`src/inc/parport_pkg.sv`:
```
// Constants, types and decode helpers shared by the parallel port files
package parport_pkg;

    // ========================================================================
    // Timing
    localparam int CLK_MHZ    = 200;
    localparam int STROBE_NS  = 1500;
    localparam int SETUP_NS   = 1800;
    // Least times, rounded up to whole clock cycles
    localparam int STROBE_CYC = (STROBE_NS * CLK_MHZ + 999) / 1000;
    localparam int SETUP_CYC  = (SETUP_NS * CLK_MHZ + 999) / 1000;

    // ========================================================================
    // Port addresses and fields
    localparam logic [7:0] ADDR_CMD_STATUS  = 8'h88;
    localparam logic [7:0] ADDR_DATA_LOAD   = 8'h89;
    localparam logic [7:0] ADDR_STROBE      = 8'h8a;
    localparam logic [7:0] ADDR_LOAD_STROBE = 8'h8b;
    localparam int         CMD_INIT_BIT     = 7;
    localparam int         CMD_WAIT_BIT     = 6;
    localparam int         CMD_LOAD_BIT     = 0;
    localparam int         CMD_STROBE_BIT   = 1;
    localparam int         QCMD_W           = 2;
    localparam int         QWORD_W          = 10;

    // ========================================================================
    // Reset values
    localparam logic       RST_PRIME_N = 1'b0;
    localparam logic       RST_WAIT_EN = 1'b0;
    localparam logic       RST_STROBE_N = 1'b1;
    localparam logic [7:0] RST_PDATA   = 8'h00;
    localparam logic [7:0] UNDEF_READ  = 8'hff;

    typedef enum logic [1:0] {
        ST_IDLE,
        ST_SETUP,
        ST_PULSE
    } strobe_state_e;

    // ========================================================================
    // Decoding
    function automatic logic is_queue_addr(input logic [7:0] addr);
        return (addr == ADDR_DATA_LOAD) || (addr == ADDR_STROBE) ||
               (addr == ADDR_LOAD_STROBE);
    endfunction : is_queue_addr

    function automatic logic is_strobe_addr(input logic [7:0] addr);
        return (addr == ADDR_STROBE) || (addr == ADDR_LOAD_STROBE);
    endfunction : is_strobe_addr

endpackage : parport_pkg

```
`src/hdl/parport_buf.sv`:
```
// Two-entry buffer with valid/ready on both sides, read data muxed straight from the storage registers
`timescale 1ns/1ps
`default_nettype none
module parport_buf #(
    parameter int WIDTH = 10,
    parameter int DEPTH = 2,
    parameter int CNT_W = $clog2(DEPTH + 1)
) (
    // Clock and reset
    input  wire logic             core_clk_in,
    input  wire logic             rst_n_in,
    input  wire logic             ce_in,
    // Fill side
    input  wire logic             in_valid_in,
    output logic                  in_ready_out,
    input  wire logic [WIDTH-1:0] in_data_in,
    // Drain side
    output logic                  out_valid_out,
    input  wire logic             out_ready_in,
    output logic      [WIDTH-1:0] out_data_out,
    // Fill level
    output logic      [CNT_W-1:0] count_out
);
    localparam int PTR_W = (DEPTH > 1) ? $clog2(DEPTH) : 1;

    logic [WIDTH-1:0] mem_r [DEPTH];
    logic [PTR_W-1:0] wr_ptr_r, wr_ptr_nxt, rd_ptr_r, rd_ptr_nxt;
    logic [CNT_W-1:0] count_r, count_nxt;
    logic             push, pop;

    function automatic logic [PTR_W-1:0] ptr_inc(input logic [PTR_W-1:0] p);
        return (p == PTR_W'(DEPTH - 1)) ? '0 : p + PTR_W'(1);
    endfunction : ptr_inc

    always_comb begin
        push       = in_valid_in && (count_r != CNT_W'(DEPTH));
        pop        = out_ready_in && (count_r != '0);
        wr_ptr_nxt = push ? ptr_inc(wr_ptr_r) : wr_ptr_r;
        rd_ptr_nxt = pop ? ptr_inc(rd_ptr_r) : rd_ptr_r;
        count_nxt  = count_r + CNT_W'(push) - CNT_W'(pop);
    end

    always_ff @(posedge core_clk_in) begin
        if (!rst_n_in) begin
            wr_ptr_r <= '0;
            rd_ptr_r <= '0;
            count_r  <= '0;
        end else if (ce_in) begin
            wr_ptr_r <= wr_ptr_nxt;
            rd_ptr_r <= rd_ptr_nxt;
            count_r  <= count_nxt;
            if (push) begin
                mem_r[wr_ptr_r] <= in_data_in;
            end
        end
    end

    assign in_ready_out  = (count_r != CNT_W'(DEPTH));
    assign out_valid_out = (count_r != '0);
    assign out_data_out  = mem_r[rd_ptr_r];
    assign count_out     = count_r;

endmodule : parport_buf
`default_nettype wire

```
`src/hdl/parport_top.sv`:
```
// Parallel output port with handshake, status read and command port
`timescale 1ns/1ps
`default_nettype none
module parport_top
    import parport_pkg::*;
#(
    parameter int STROBE_CYCLES = STROBE_CYC,
    parameter int SETUP_CYCLES  = SETUP_CYC,
    parameter int BUF_DEPTH     = 2
) (
    // Clock, reset, enable
    input  wire logic       core_clk_in,
    input  wire logic       rst_n_in,
    input  wire logic       ce_in,
    // Host I/O port
    input  wire logic [7:0] io_addr_in,
    input  wire logic       io_wr_in,
    input  wire logic       io_rd_in,
    input  wire logic [7:0] io_wdata_in,
    output logic      [7:0] io_rdata_out,
    output logic            io_ready_out,
    // Board mode selection: 0 printer, 1 data
    input  wire logic       data_mode_in,
    // Far-end lines
    input  wire logic       ack_n_in,
    input  wire logic       demand_in,
    input  wire logic       power_on_in,
    input  wire logic       paper_motion_in,
    input  wire logic       fault_in,
    input  wire logic       select_in,
    input  wire logic       paper_out_in,
    input  wire logic       busy_in,
    input  wire logic       opt_data7_in,
    // Far-end outputs
    output logic      [7:0] pdata_out,
    output logic            strobe_n_out,
    output logic            prime_n_out,
    // Interrupt request toward the interrupt controller
    output logic            parallel_ack_irq_out
);
    localparam int TMR_W = $clog2(SETUP_CYCLES > STROBE_CYCLES ?
                                  SETUP_CYCLES : STROBE_CYCLES);
    localparam int CNT_W = $clog2(BUF_DEPTH + 1);

    // ========================================================================
    // Host side: command port, read data, ready
    logic [7:0]       rdata_r, rdata_nxt;
    logic             ready_r, ready_nxt;
    logic             prime_n_r, prime_n_nxt;
    logic             wait_en_r, wait_en_nxt;
    logic             ack_r, ack_nxt;
    logic [6:0]       lines;
    logic             hold, take, push, pend;
    logic             buf_in_ready, buf_out_valid, pop;
    logic [QWORD_W-1:0] buf_data;
    logic [CNT_W-1:0] buf_count, cnt_after;
    strobe_state_e    state_r, state_nxt;

    always_comb begin
        lines = {demand_in, power_on_in, paper_motion_in, fault_in,
                 select_in, paper_out_in, busy_in};
        // A strobe still queued or running has not been acknowledged yet
        pend  = (buf_count != '0) || (state_r != ST_IDLE);
        hold  = wait_en_r && is_strobe_addr(io_addr_in) && (!ack_r || pend);
        take  = io_wr_in && ready_r && !hold;
        push  = take && is_queue_addr(io_addr_in) && buf_in_ready;
        cnt_after = buf_count + CNT_W'(push) - CNT_W'(pop);
        // Not-ready while the buffer is full or a strobe write is held
        ready_nxt = (cnt_after != CNT_W'(BUF_DEPTH)) && !(io_wr_in && hold);

        prime_n_nxt = prime_n_r;
        wait_en_nxt = wait_en_r;
        if (take && (io_addr_in == ADDR_CMD_STATUS)) begin
            // Only the two top bits are sampled; the rest are dropped
            prime_n_nxt = !io_wdata_in[CMD_INIT_BIT];
            wait_en_nxt = io_wdata_in[CMD_WAIT_BIT];
        end

        rdata_nxt = rdata_r;
        if (io_rd_in) begin
            if (io_addr_in != ADDR_CMD_STATUS) begin
                rdata_nxt = UNDEF_READ;
            end else if (data_mode_in) begin
                rdata_nxt = {opt_data7_in, lines};
            end else begin
                rdata_nxt = {ack_r, lines};
            end
        end
    end

    always_ff @(posedge core_clk_in) begin
        if (!rst_n_in) begin
            rdata_r   <= UNDEF_READ;
            ready_r   <= 1'b1;
            prime_n_r <= RST_PRIME_N;
            wait_en_r <= RST_WAIT_EN;
        end else if (ce_in) begin
            rdata_r   <= rdata_nxt;
            ready_r   <= ready_nxt;
            prime_n_r <= prime_n_nxt;
            wait_en_r <= wait_en_nxt;
        end
    end

    // ========================================================================
    // Command queue between host writes and the strobe engine
    parport_buf #(
        .WIDTH (QWORD_W),
        .DEPTH (BUF_DEPTH)
    ) u_buf (
        .core_clk_in   (core_clk_in),
        .rst_n_in      (rst_n_in),
        .ce_in         (ce_in),
        .in_valid_in   (push),
        .in_ready_out  (buf_in_ready),
        .in_data_in    ({io_addr_in[1:0], io_wdata_in}),
        .out_valid_out (buf_out_valid),
        .out_ready_in  (pop),
        .out_data_out  (buf_data),
        .count_out     (buf_count)
    );

    // ========================================================================
    // Strobe engine and acknowledge flag
    logic [TMR_W-1:0] tmr_r, tmr_nxt;
    logic [7:0]       pdata_r, pdata_nxt;
    logic             strobe_n_r, strobe_n_nxt;
    logic             stb_start;
    logic [QCMD_W-1:0] qcmd;

    always_comb begin
        qcmd         = buf_data[QWORD_W-1:8];
        // Commands are taken only when idle, so a load never lands mid-pulse
        pop          = buf_out_valid && (state_r == ST_IDLE);
        state_nxt    = state_r;
        tmr_nxt      = tmr_r + TMR_W'(1);
        pdata_nxt    = pdata_r;
        strobe_n_nxt = strobe_n_r;
        stb_start    = 1'b0;
        case (state_r)
            ST_IDLE: begin
                tmr_nxt = '0;
                if (pop && qcmd[CMD_LOAD_BIT]) begin
                    pdata_nxt = buf_data[7:0];
                end
                if (pop && qcmd[CMD_STROBE_BIT]) begin
                    if (qcmd[CMD_LOAD_BIT]) begin
                        state_nxt = ST_SETUP;
                    end else begin
                        state_nxt    = ST_PULSE;
                        strobe_n_nxt = 1'b0;
                        stb_start    = 1'b1;
                    end
                end
            end
            ST_SETUP: begin
                if (tmr_r == TMR_W'(SETUP_CYCLES - 1)) begin
                    state_nxt    = ST_PULSE;
                    tmr_nxt      = '0;
                    strobe_n_nxt = 1'b0;
                    stb_start    = 1'b1;
                end
            end
            ST_PULSE: begin
                if (tmr_r == TMR_W'(STROBE_CYCLES - 1)) begin
                    state_nxt    = ST_IDLE;
                    tmr_nxt      = '0;
                    strobe_n_nxt = 1'b1;
                end
            end
            default: begin
                state_nxt    = ST_IDLE;
                tmr_nxt      = '0;
                strobe_n_nxt = 1'b1;
            end
        endcase
        // Set wins over the clear when both land in one cycle
        ack_nxt = ack_r;
        if (stb_start) begin
            ack_nxt = 1'b0;
        end
        if (!ack_n_in) begin
            ack_nxt = 1'b1;
        end
    end

    always_ff @(posedge core_clk_in) begin
        if (!rst_n_in) begin
            state_r    <= ST_IDLE;
            tmr_r      <= '0;
            pdata_r    <= RST_PDATA;
            strobe_n_r <= RST_STROBE_N;
            ack_r      <= 1'b0;
        end else if (ce_in) begin
            state_r    <= state_nxt;
            tmr_r      <= tmr_nxt;
            pdata_r    <= pdata_nxt;
            strobe_n_r <= strobe_n_nxt;
            ack_r      <= ack_nxt;
        end
    end

    assign io_rdata_out         = rdata_r;
    assign io_ready_out         = ready_r;
    assign pdata_out            = pdata_r;
    assign strobe_n_out         = strobe_n_r;
    assign prime_n_out          = prime_n_r;
    assign parallel_ack_irq_out = ack_r;

    // ========================================================================
    // Assertions and their helper counters
    logic [9:0] lo_cnt_r;
    logic [9:0] since_load_r;
    logic       combo_r;

    always_ff @(posedge core_clk_in) begin
        if (!rst_n_in) begin
            lo_cnt_r     <= '0;
            since_load_r <= '0;
            combo_r      <= 1'b0;
        end else if (ce_in) begin
            lo_cnt_r <= strobe_n_r ? 10'h000 : lo_cnt_r + 10'h001;
            // Every command rewrites the flag, so a bare strobe is never timed as a combined one
            if (pop) begin
                combo_r <= qcmd[CMD_LOAD_BIT] && qcmd[CMD_STROBE_BIT];
            end
            if (pop && qcmd[CMD_LOAD_BIT]) begin
                since_load_r <= '0;
            end else if (since_load_r != 10'h3ff) begin
                since_load_r <= since_load_r + 10'h001;
            end
        end
    end
endmodule : parport_top
`default_nettype wire

```
`config.mk`:
```
export PLATFORM = sky130hd
export DESIGN_NAME = parport_top
export DESIGN_NICKNAME = d
export VERILOG_FILES = /design/src/inc/parport_pkg.sv /design/src/hdl/parport_buf.sv /design/src/hdl/parport_top.sv
export SDC_FILE = /design/constraint.sdc
export NUM_CORES = 1
export LEC_CHECK = 0
export BUFFER_PORTS_ARGS = -buffer_cell sky130_fd_sc_hd__buf_2
export CAP_MARGIN = 20
export CELL_PAD_IN_SITES_DETAIL_PLACEMENT = 1
export CELL_PAD_IN_SITES_GLOBAL_PLACEMENT = 2
export CORE_ASPECT_RATIO = 1.5
export CORE_UTILIZATION = 32
export DETAILED_ROUTE_END_ITERATION = 12
export MAX_ROUTING_LAYER = met4
export PLACE_DENSITY = 0.78
export SLEW_MARGIN = 20
export SYNTH_ARGS = -nofsm -noshare
export SYNTH_HDL_FRONTEND = slang
export SYNTH_SLANG_ARGS = --single-unit
```
`constraint.sdc`:
```
create_clock -name core_clk_in -period 2.1 [get_ports core_clk_in]
set_input_delay 0.21 -clock core_clk_in [delete_from_list [all_inputs] [get_ports core_clk_in]]
set_output_delay 0.21 -clock core_clk_in [all_outputs]
set_load 0.01 [all_outputs]
```
==> results.txt, run 1 <==
The run finished with clean final reports. The netlist area before placement is 2740 um2. The tightest min-delay check is of the input port to register type.

In the finished design, the share of the clock period the worst path needs comes to 0.925. The share of layout cells above drive strength 1 came out at 0.331. The number of warning messages in the yosys log is 0. The placer congestion estimate is 0.752. The number of hold violations in the final report came out at 0. Global routing finished with a remaining overflow of 0. The layout filler cell count is 949. STA puts the critical path data required time at 2.31 ns. Counting flops with an async set or reset pin after synthesis yields a share of 0. The top cell types in the final layout, fill and taps aside, are buf_2 (50), dfxtp_1 (37), nand2_1 (28), edfxtp_1 (20), nor2_1 (19).

The kind of start point of the critical path is a register. The detailed-route DRC error count is 0. The analysis attributes to cell leakage a power of 1.30 nW. The final layout net count came out at 348. The worst hold path terminates at u_buf.mem_r[0][4]. The wire length of the first global-routing pass came out at 10600 um. The count of instances resized after the clock tree is built came out at 1. The post-synthesis net count came out at 287. The portion of total power attributed to combinational logic came out at 0.110. The count of buffers added by post-CTS timing repair for setup came out at 0.

The synthesized area per cell came out at 11.1 um2. The first detailed-routing pass ran for 4 iterations. The headroom to the max-slew limit is 0.654. The standard-cell row count is 41.

The post-route total power came out at 2.95 mW. The total power per unit cell area is 851 nW/um2. The clock drives 57 sinks.

The DRC violation total after the first TritonRoute iteration came out at 58. Summing all non-filler instances in the final layout gives an area of 3470 um2. The post-detailed-route wirelength per cell is 15.9 um. The clock tree from TritonCTS is done.

The share of total power dissipated in the clock network is 0.488. The number of flip-flops and latches in the synthesized netlist came out at 57. The number of buffer cells added on primary ports is 50. After detailed placement, the total cell area comes to 3160 um2.

The HPWL after detailed placement came out at 4860 um. The number of antenna violations at the first check in global routing is 0. The clock-pin slew of the registers on the worst-case setup and hold paths is 0.05 ns.

Leaving out fill and tap cells, the most frequent cell in the layout is buf_2. The length in cells of the worst reg-to-reg path came out at 11. The worst flop-to-flop path endpoint is u_buf.count_out[1]. The layout overhead on the synthesized area is 26.6%. The worst-path maximum fanout came out at 7.

The setup-violating endpoint count in the final report came out at 0. Among all flip-flop cells after synthesis, the most frequent one is dfxtp_1. The worst setup path is of the register to register kind.

The clock latency of the later-clocked register in the worst-skew pair came out at 0.32 ns. Synthesis produced 248 cells. Entering global routing, the biggest net connects 17 pins.

Hold repair after CTS inserted 0 buffers. The maximum resistive drop on vdd came out at 0.490 mV. The register-to-register setup slack came out at 0.16 ns. The fmax is 515 MHz.

The worst path in the final design needs a cycle of 1.94 ns, including I/O delays and setup. The number of levels the H-tree was split into is 3. In the global route stage, overall resource usage came out at 0.166. The fraction of power spent switching nets is 0.234. Yosys mapped the design onto 58 distinct sky130hd cell types. The number of antenna diodes in the final layout is 0. Along the worst hold path, the cell count comes to 1. In this run, CTS created clock tree buffers numbering 9. In this run the power spent charging and discharging nets is 692 uW. The initial cell density of the core is 0.328. The number of placed I/O pins came out at 51. The routed wire length came out at 6690 um. The clock root buffer master is clkbuf_16. The cell count after placement is 405.

The maximum clock path buffer count is 2. The final standard cell count with taps included and fillers excluded came out at 421. The core box area came out at 8360 um2. At the pin with the least slew margin, the transition time is 0.518 ns. The data arrival time of the critical path is 2.15 ns. The final-report max-slew violation count came to 0. The startpoint identified for the worst register-to-register timing path is state_r[0]. The number of flops mapped to enable cells by yosys is 20. The die is 115 um tall. The post-route clock skew came out at 0.00520 ns. The number of routed nets with antenna violations came out at 0. In this run the most critical hold path is launched from io_wdata_in[4]. The via count of the first global-routing pass is 2211. The total die area is 8950 um2. The share of the Yosys chip area taken by registers is 0.489. Setup repair after global routing left no endpoint under its margin. The overall via count from detail_route is 2120. The worst setup path is captured at a register. The die width came out at 77.6 um. The max-capacitance violation count is 0. Dividing the detail-routed via count by the number of cells gives 5.04. The cell-internal power came out at 2.26 mW. The sequential power share is 0.402.
[flip-flops by register name, summed over array words and instances (netlist names), named ones only]
name	cells
io_rdata_out	8
io_ready_out	1
parallel_ack_irq_out	1
pdata_out	8
prime_n_out	1
state_r	2
strobe_n_out	1
tmr_r	9
u_buf.count_out	2
u_buf.mem_r	20
u_buf.rd_ptr_r	1
u_buf.wr_ptr_r	1
wait_en_r	1
[stage by stage]
stage          setup WS [ns]  TNS [ns]  utilization  hold slack, ns
6_report               0.157         0        0.415          0.0794
5_1_grt              0.00543         0        0.415          0.0720
4_1_cts               0.0739         0        0.414          0.0661
3_5_place_dp         -0.0286   -0.0286        0.377           0.404
3_3_place_gp           0.103         0        0.377           0.402
2_1_floorplan       0.000879         0            -           0.309
[synth_stat cells (3+ instances only)]
| cell type | instances | area, um2 |
|---|---|---|
| nor2_1 | 19 | 71.3 |
| nand2_1 | 28 | 105 |
| nand3_1 | 5 | 25.0 |
| ha_1 | 8 | 100 |
| xor2_1 | 3 | 26.3 |
| inv_1 | 10 | 37.5 |
| a21oi_1 | 3 | 15.0 |
| edfxtp_1 | 20 | 601 |
| nor3_1 | 8 | 40.0 |
| buf_6 | 4 | 45.0 |
| nand4_1 | 4 | 25.0 |
| o22ai_1 | 9 | 56.3 |
| mux2i_1 | 12 | 120 |
| o2111ai_1 | 4 | 35.0 |
| xnor2_1 | 4 | 35.0 |
| dfxtp_1 | 37 | 741 |
| clkbuf_1 | 7 | 26.3 |
| a211oi_1 | 11 | 82.6 |
| o221ai_1 | 3 | 26.3 |
[cells by family (layout without fill, tap and decap cells)]
family          after synthesis  in the layout  share of synthesized area
compound gates               48             48                      0.156
simple gates                 87             87                      0.184
xor+xnor                      7              7                     0.0224
flops                        57             57                      0.489
buf+inv                      26             92                     0.0502
mux                          15             15                     0.0616
fa+ha+maj                     8              8                     0.0365
[layout make-up]
type	instances	area, um2	area share
multi-input combinational	165	1280	0.369
timing repair buffer	65	375	0.108
clock inverter	5	55.1	0.0159
clock buffer	11	243	0.0699
inverter	11	41.3	0.0119
tap	107	134	0.0386
sequential	57	1340	0.386
[critical path, cell delays in order (launching register included)]
cell and delay (ns):
dfxtp_1 0.35, inv_1 0.08, ha_2 0.21, buf_4 0.17, o21a_1 0.11, ha_1 0.26, inv_1 0.04, ha_1 0.19
xnor2_1 0.12, nor2_1 0.12, xnor2_1 0.13, nor2_1 0.06
[how the worst max path moves through the flow]
stage / from / end / slack (ns) / cells past startpoint
after global placement: state_r[0] / io_ready_out / 0.10 / 9
after global routing: state_r[0] / u_buf.mem_r[0][5] / 0.005 / 6
final: state_r[0] / u_buf.count_out[1] / 0.16 / 11
after CTS: state_r[0] / io_ready_out / 0.07 / 10
after floorplan: state_r[0] / u_buf.mem_r[0][0] / 0.0009 / 6
after detailed placement: state_r[0] / io_ready_out / -0.03 / 9
[per-layer routing]
layer	wire length, um	vias to the layer above	part of all wire	track usage
met4	97	0	0.015	0.0881
li1	-	1048	-	-
met5	0	-	0	-
met1	2660	1022	0.40	0.164
met2	3690	44	0.55	0.304
met3	238	6	0.036	0.0310
[power groups by stage]
stage,clock (mW),combinational (mW),sequential (mW)
finish,1.44,0.325,1.19
floorplan,0,0.208,1.21
detailed placement,0,0.320,1.21
CTS,1.48,0.323,1.19
global placement,0,0.316,1.21
global route,1.52,0.362,1.19
No activity file was read; power rests on OpenSTA's default activity.
==> run 2: changes to the inputs <==
--- a/config.mk
+++ b/config.mk
@@ -5,7 +5,7 @@
 export SDC_FILE = /design/constraint.sdc
 export NUM_CORES = 1
 export LEC_CHECK = 0
-export BUFFER_PORTS_ARGS = -buffer_cell sky130_fd_sc_hd__buf_2
+export BUFFER_PORTS_ARGS = -buffer_cell sky130_fd_sc_hd__clkbuf_2
 export CAP_MARGIN = 20
 export CELL_PAD_IN_SITES_DETAIL_PLACEMENT = 1
 export CELL_PAD_IN_SITES_GLOBAL_PLACEMENT = 2
@@ -14,6 +14,7 @@
 export DETAILED_ROUTE_END_ITERATION = 12
 export MAX_ROUTING_LAYER = met4
 export PLACE_DENSITY = 0.78
+export SKIP_LAST_GASP = 1
 export SLEW_MARGIN = 20
 export SYNTH_ARGS = -nofsm -noshare
 export SYNTH_HDL_FRONTEND = slang
==> results.txt, run 2 (same netlist as run 1, synthesis figures left out) <==
Result of the run: finished clean (unchanged). The layout overhead on the synthesized area came out at 26.4% (was 26.6%). The register-to-register setup slack came out at 0.12 ns (was 0.16 ns). The post-detailed-route wirelength per cell came to 16.0 um (was 15.9 um).

The via count of the first global-routing pass is 2270 (was 2211). The biggest cell delay along the critical path came out at 0.35 ns (about the same). The total clock buffers created by CTS came out at 9 (unchanged). The commonest non-fill, non-tap cell in the layout was clkbuf_2 (was buf_2). The capture point of the critical path is u_buf.count_out[1] (unchanged). The cell count after placement came out at 403 (was 405).

The overall via count from detail_route came out at 2107 (was 2120). The startpoint of the worst setup timing path is state_r[0] (unchanged). Top library cells by usage in the layout, fill and taps aside: clkbuf_2 (50), dfxtp_1 (35), nand2_1 (28), edfxtp_1 (20), nor2_1 (19) (was buf_2 (50), dfxtp_1 (37), nand2_1 (28), edfxtp_1 (20), nor2_1 (19)). The startpoint of the most critical register-to-register path was state_r[0] (unchanged).

The die width came out at 77.6 um (unchanged). The cell family contributing the most delay on the critical path is adder cells (unchanged). The headroom to the max-slew limit was 0.670 (was 0.654). The number of placed I/O pins is 51 (unchanged). The transition time at the pin with the least slew margin is 0.494 ns (was 0.518 ns). The number of antenna violations at the first check in global routing is 0 (unchanged).

The share of layout cells above drive strength 1 is 0.335 (was 0.331). The vias per cell came to 5.02 (was 5.04). The kind of end point of the critical path is a register (unchanged). The clock root buffer master is clkbuf_16 (unchanged). The summed area of non-filler cells in the final layout is 3470 um2 (about the same). The data arrival time of the critical path came to 2.19 ns (was 2.15 ns). The total die area is 8950 um2 (unchanged). The global router's overall resource usage came to 0.172 (was 0.166). The area used by multi-input combinational logic came to 1280 um2 (about the same). The initial cell density of the core is 0.328 (unchanged). The final layout net count is 347 (was 348).

The count of buffering cells on the critical path with inverters included is 3 (unchanged). The maximum resistive drop on vdd came out at 0.516 mV (was 0.490 mV). The placer congestion estimate is 0.754 (was 0.752). The antenna diode count is 0 (unchanged).

The maximum clock path buffer count came out at 2 (unchanged). The post-route core utilization is 0.415 (about the same). The post-detailed-placement cell area came out at 3140 um2 (was 3160 um2). The DRC violation total after the first TritonRoute iteration came to 89 (was 58). The flip-flop count of the largest register, all copies and words added is 20 (unchanged). The final period demand of the worst path is 1.98 ns (was 1.94 ns). The fmax is 504 MHz (was 515 MHz). The number of detailed-routing iterations run before antenna repair is 4 (unchanged).

The wire length of the first global-routing pass is 10900 um (was 10600 um). The sequential cell area came out at 1340 um2 (about the same). The largest net degree at the start of global routing came out at 22 (was 17).

The standby leakage power came out at 1.30 nW (about the same). The layout filler cell count came out at 934 (was 949). The number of hold violations in the final report is 0 (unchanged). The highest-delay cell along the critical path is dfxtp_2 (was dfxtp_1). The detailed-route DRC error count came out at 0 (unchanged). The number of routed nets with antenna violations came to 0 (unchanged). The number of levels the H-tree was split into came out at 3 (unchanged). The worst min-delay path class is input port to register (unchanged). The routed wire length was 6720 um (was 6690 um). The number of gates on the worst path with buffers counted came out at 11 (unchanged). The clock tree from TritonCTS is done (unchanged). The max-capacitance violation count came out at 0 (unchanged). Cells along the critical path: inv_1, ha_2, buf_6, o21a_1, ha_1, inv_1, ha_1, xnor2_1, nor2_1, xnor2_1, nor2_1 (was inv_1, ha_2, buf_4, o21a_1, ha_1, inv_1, ha_1, xnor2_1, nor2_1, xnor2_1, nor2_1). The final-report max-slew violation count is 0 (unchanged). The length in cells of the worst reg-to-reg path came out at 11 (unchanged). The standard-cell row count came out at 41 (unchanged). The total power per unit cell area is 854 nW/um2 (was 851 nW/um2). The worst flop-to-flop path endpoint is u_buf.count_out[1] (unchanged). The total clock sinks was 57 (unchanged). The post-route clock skew came out at 0.00495 ns (was 0.00520 ns). The count of hold buffers inserted by post-cts repair is 0 (unchanged).

The worst endpoint required time was 2.31 ns (about the same). Regs by FF count: u_buf.mem_r x20, tmr_r x9 (unchanged). The worst setup path category is register to register (unchanged).

The clock-pin slew of the registers on the worst-case setup and hold paths is 0.05 ns (about the same). The setup-violating endpoint count in the final report came out at 0 (unchanged). The HPWL after detailed placement is 4910 um (was 4860 um). The kind of start point of the critical path is a register (unchanged). The number of buffer cells added on primary ports is 50 (unchanged). The clock latency of the later-clocked register in the worst-skew pair is 0.33 ns (was 0.32 ns).

The register with the highest flop count is u_buf.mem_r (unchanged). The final standard cell count with taps included and fillers excluded came to 420 (was 421). The worst-path maximum fanout came out at 7 (unchanged). The remaining global-route overflow is 0 (unchanged). The core box area came out at 8360 um2 (unchanged). The post-route fraction of the period consumed by the critical path is 0.944 (was 0.925).

The height of the chip came out at 115 um (unchanged).
[run 2: report_power, final]
part | internal, mW | leakage [nW] | total [mW] | switching [mW]
Clock | 0.945 | 0.143 | 1.45 | 0.505
Sequential | 1.17 | 0.480 | 1.19 | 0.0237
Combinational | 0.146 | 0.680 | 0.320 | 0.175
Total | 2.26 | 1.30 | 2.96 | 0.703
[run 2: stage by stage]
stage	total power, mW	TNS, ns	hold slack [ns]	worst slack (ns)
CTS	3.00	0	0.0683	0.00701
floorplan	1.42	0	0.309	0.000879
global route	3.09	-0.0126	0.0683	-0.0126
finish	2.96	0	0.0755	0.117
global placement	1.52	0	0.408	0.151
detailed placement	1.53	0	0.416	0.0467
[run 2: worst reg2reg max path, stage by stage (launching register included)]
cell and delay, ns:
dfxtp_2 0.35, inv_1 0.06, ha_2 0.21, buf_6 0.15, o21a_1 0.10, ha_1 0.27, inv_1 0.04, ha_1 0.20
xnor2_1 0.17, nor2_1 0.07, xnor2_1 0.18, nor2_1 0.06
[run 2: layout make-up]
class	count	area share
clock buffer	11	0.0700
timing repair buffer	64	0.107
multi-input combinational	165	0.369
clock inverter	5	0.0159
tap	107	0.0386
sequential	57	0.388
inverter	11	0.0119
[run 2: repair_timing]
action | CTS | global route
resized for setup | 0 | 6
setup endpoints to repair | 0 | 9
setup buffers | 0 | 1
[run 2: worst min path at each step]
stage                              start           endpoint  slack (ns)  cells past startpoint
after detailed placement  io_wdata_in[4]  u_buf.mem_r[1][4]        0.42                      1
after global placement    io_wdata_in[3]  u_buf.mem_r[1][3]        0.41                      1
after CTS                 io_wdata_in[4]  u_buf.mem_r[0][4]        0.07                      1
after floorplan           io_wdata_in[0]  u_buf.mem_r[0][0]        0.31                      0
final                     io_wdata_in[3]  u_buf.mem_r[0][3]        0.08                      1
after global routing      io_wdata_in[3]  u_buf.mem_r[0][3]        0.07                      1
[run 2: metal layers]
layer,up-vias,track usage,share of wire
li1,1038,-,-
met1,1004,0.164,0.38
met2,49,0.308,0.55
met3,16,0.0571,0.039
met4,0,0.0818,0.024
met5,-,-,0
==> run 3: changes to the inputs <==
==> constraint.sdc (replaced) <==
create_clock -name core_clk_in -period 2.1 [get_ports core_clk_in]
set_input_delay 0.105 -clock core_clk_in [delete_from_list [all_inputs] [get_ports core_clk_in]]
set_output_delay 0.105 -clock core_clk_in [all_outputs]
set_load 0.01 [all_outputs]
==> results.txt, run 3 (same netlist as run 1, synthesis figures left out) <==
The global router's overall resource usage came to 0.171 (was 0.172). The flip-flop count of the largest register, all copies and words added is 20 (unchanged). The start point of the worst min-delay path is io_addr_in[0] (was io_wdata_in[3]). The largest net degree at the start of global routing came to 17 (was 22). The number of hold violations in the final report was 0 (unchanged). The share of layout cells above drive strength 1 is 0.330 (was 0.335).

Result of the run: finished clean (unchanged). The total power per unit cell area came out at 819 nW/um2 (was 854 nW/um2). The clock latency of the later-clocked register in the worst-skew pair is 0.33 ns (about the same). The number of cells on the worst hold path is 1 (unchanged). The worst flop-to-flop path endpoint is io_ready_out (was u_buf.count_out[1]). The final period demand of the worst path was 1.96 ns (was 1.98 ns). The worst setup path category is register to register (unchanged). The standby leakage power came out at 1.37 nW (was 1.30 nW). The standard-cell row count came out at 41 (unchanged). The setup slack of the critical path after layout is 0.138 ns (was 0.117 ns). The headroom to the max-slew limit is 0.676 (was 0.670). The placer congestion estimate was 0.724 (was 0.754). The die width is 77.6 um (unchanged). The area used by multi-input combinational logic was 1280 um2 (about the same). The number of antenna violations at the first check in global routing came to 0 (unchanged). The total clock buffers created by CTS came to 9 (unchanged). The via count of the first global-routing pass is 2317 (was 2270). The length in cells of the worst reg-to-reg path was 10 (was 11). The number of routed nets with antenna violations came to 0 (unchanged). The final sum of negative setup slack is 0 ns (unchanged). The max-capacitance violation count is 0 (unchanged). The height of the chip came out at 115 um (unchanged). The post-route clock skew came out at 0.00536 ns (was 0.00495 ns). The total clock sinks came to 57 (unchanged). The DRC violation total after the first TritonRoute iteration is 73 (was 89).

The data arrival time of the critical path was 2.19 ns (about the same). The antenna diode count was 0 (unchanged). The register with the highest flop count was u_buf.mem_r (unchanged). The number of buffer cells added on primary ports is 50 (unchanged).

The post-place setup slack is -0.0959 ns (was 0.0467 ns). The number of detailed-routing iterations run before antenna repair came to 4 (unchanged). The number of levels the H-tree was split into came out at 3 (unchanged). The kind of start point of the critical path is a register (unchanged). The HPWL after detailed placement is 4880 um (was 4910 um).

The wire length of the first global-routing pass came out at 11000 um (was 10900 um). The register-to-register setup slack came to 0.14 ns (was 0.12 ns). The setup-violating endpoint count in the final report is 0 (unchanged). The startpoint of the most critical register-to-register path is state_r[0] (unchanged). The clock-pin slew of the registers on the worst-case setup and hold paths was 0.05 ns (about the same). The endpoint with the worst hold slack is u_buf.mem_r[0][8] (was u_buf.mem_r[0][3]). The core box area is 8360 um2 (unchanged). The transition time at the pin with the least slew margin is 0.485 ns (was 0.494 ns). The layout overhead on the synthesized area is 32.4% (was 26.4%). The fmax is 510 MHz (was 504 MHz). The post-route fraction of the period consumed by the critical path came out at 0.934 (was 0.944). The number of placed I/O pins is 51 (unchanged).

The remaining global-route overflow is 0 (unchanged). The final-report max-slew violation count came out at 0 (unchanged). The final layout net count was 364 (was 347). The vias per cell is 4.97 (was 5.02). The routed wire length came out at 6810 um (was 6720 um). The overall via count from detail_route is 2173 (was 2107). Top library cells by usage in the layout, fill and taps aside: clkbuf_2 (50), dfxtp_1 (35), nand2_1 (28), edfxtp_1 (20), nor2_1 (19) (unchanged). The initial cell density of the core is 0.328 (unchanged). The commonest non-fill, non-tap cell in the layout is clkbuf_2 (unchanged). The post-detailed-route wirelength per cell came out at 15.6 um (was 16.0 um). The total die area is 8950 um2 (unchanged). The clock tree from TritonCTS is done (unchanged).

The layout filler cell count came to 933 (was 934). The kind of end point of the critical path was a register (unchanged). The clock root buffer master was clkbuf_16 (unchanged). The worst-path maximum fanout is 4 (was 7). The worst endpoint required time is 2.32 ns (was 2.31 ns).

The maximum clock path buffer count was 2 (unchanged). The detailed-route DRC error count came out at 0 (unchanged). The worst min-delay path class is input port to register (unchanged). The maximum resistive drop on vdd came out at 0.464 mV (was 0.516 mV). The sequential cell area is 1340 um2 (unchanged).

Regs by FF count: u_buf.mem_r x20, tmr_r x9 (unchanged).
[run 3: cell count changes in the layout (fill, tap and decap cells not counted), sizes merged]
| cell | delta |
|---|---|
| dlygate4sd3 | +16 |
| clkbuf | -2 |
| buf | +1 |
| clkinv | +1 |
| inv | +1 |
[run 3: how the worst max path moves through the flow]
stage | startpoint | end | slack, ns | cells past startpoint
2_1_floorplan | state_r[0] | u_buf.mem_r[0][0] | 0.0009 | 6
4_1_cts | state_r[0] | io_ready_out | 0.06 | 10
3_3_place_gp | state_r[0] | io_ready_out | 0.09 | 9
6_report | state_r[0] | io_ready_out | 0.14 | 10
3_5_place_dp | state_r[0] | io_ready_out | -0.1 | 9
5_1_grt | state_r[1] | io_ready_out | -0.01 | 9
[run 3: area by class of cell]
class | instances | area share
multi-input combinational | 165 | 0.353
sequential | 57 | 0.370
inverter | 11 | 0.0114
clock buffer | 9 | 0.0620
tap | 107 | 0.0369
clock inverter | 7 | 0.0193
timing repair buffer | 81 | 0.147
[run 3: through the flow]
step	std cells	instance area (um2)	power [mW]	util	hold WS, ns
2_1_floorplan	248	2740	1.42	-	0.204
3_3_place_gp	403	3140	1.52	0.376	0.296
3_5_place_dp	403	3140	1.53	0.376	0.301
4_1_cts	435	3600	3.01	0.431	0.0436
5_1_grt	437	3630	3.09	0.434	0.0589
6_report	437	3630	2.97	0.434	0.0414
[run 3: per-layer routing]
| metal | vias up | routed length, um | global-route usage |
|---|---|---|---|
| met5 | - | 0 | - |
| met4 | 0 | 169 | 0.0918 |
| met3 | 12 | 271 | 0.0413 |
| met2 | 57 | 3660 | 0.305 |
| met1 | 1028 | 2710 | 0.170 |
| li1 | 1076 | - | - |
[run 3: report_power, final]
group	internal, mW	switching (mW)
Combinational	0.171	0.180
Clock	0.915	0.518
Sequential	1.17	0.0224
[run 3: critical path, stage by stage (launching register included)]
cell and delay, ns:
dfxtp_2 0.34, inv_1 0.06, ha_2 0.21, o21a_1 0.12
ha_1 0.27, inv_1 0.04, ha_2 0.16, xnor2_1 0.18
xnor2_1 0.14, nor2_1 0.06, o311ai_1 0.28
[run 3: timing repair]
item	CTS	global route
endpoints found under the hold margin	24	0
gates cloned	0	0
pin swaps	0	3
endpoints found under the setup margin	1	2
hold buffers	16	0
setup buffers	0	2
gates resized for setup	2	5
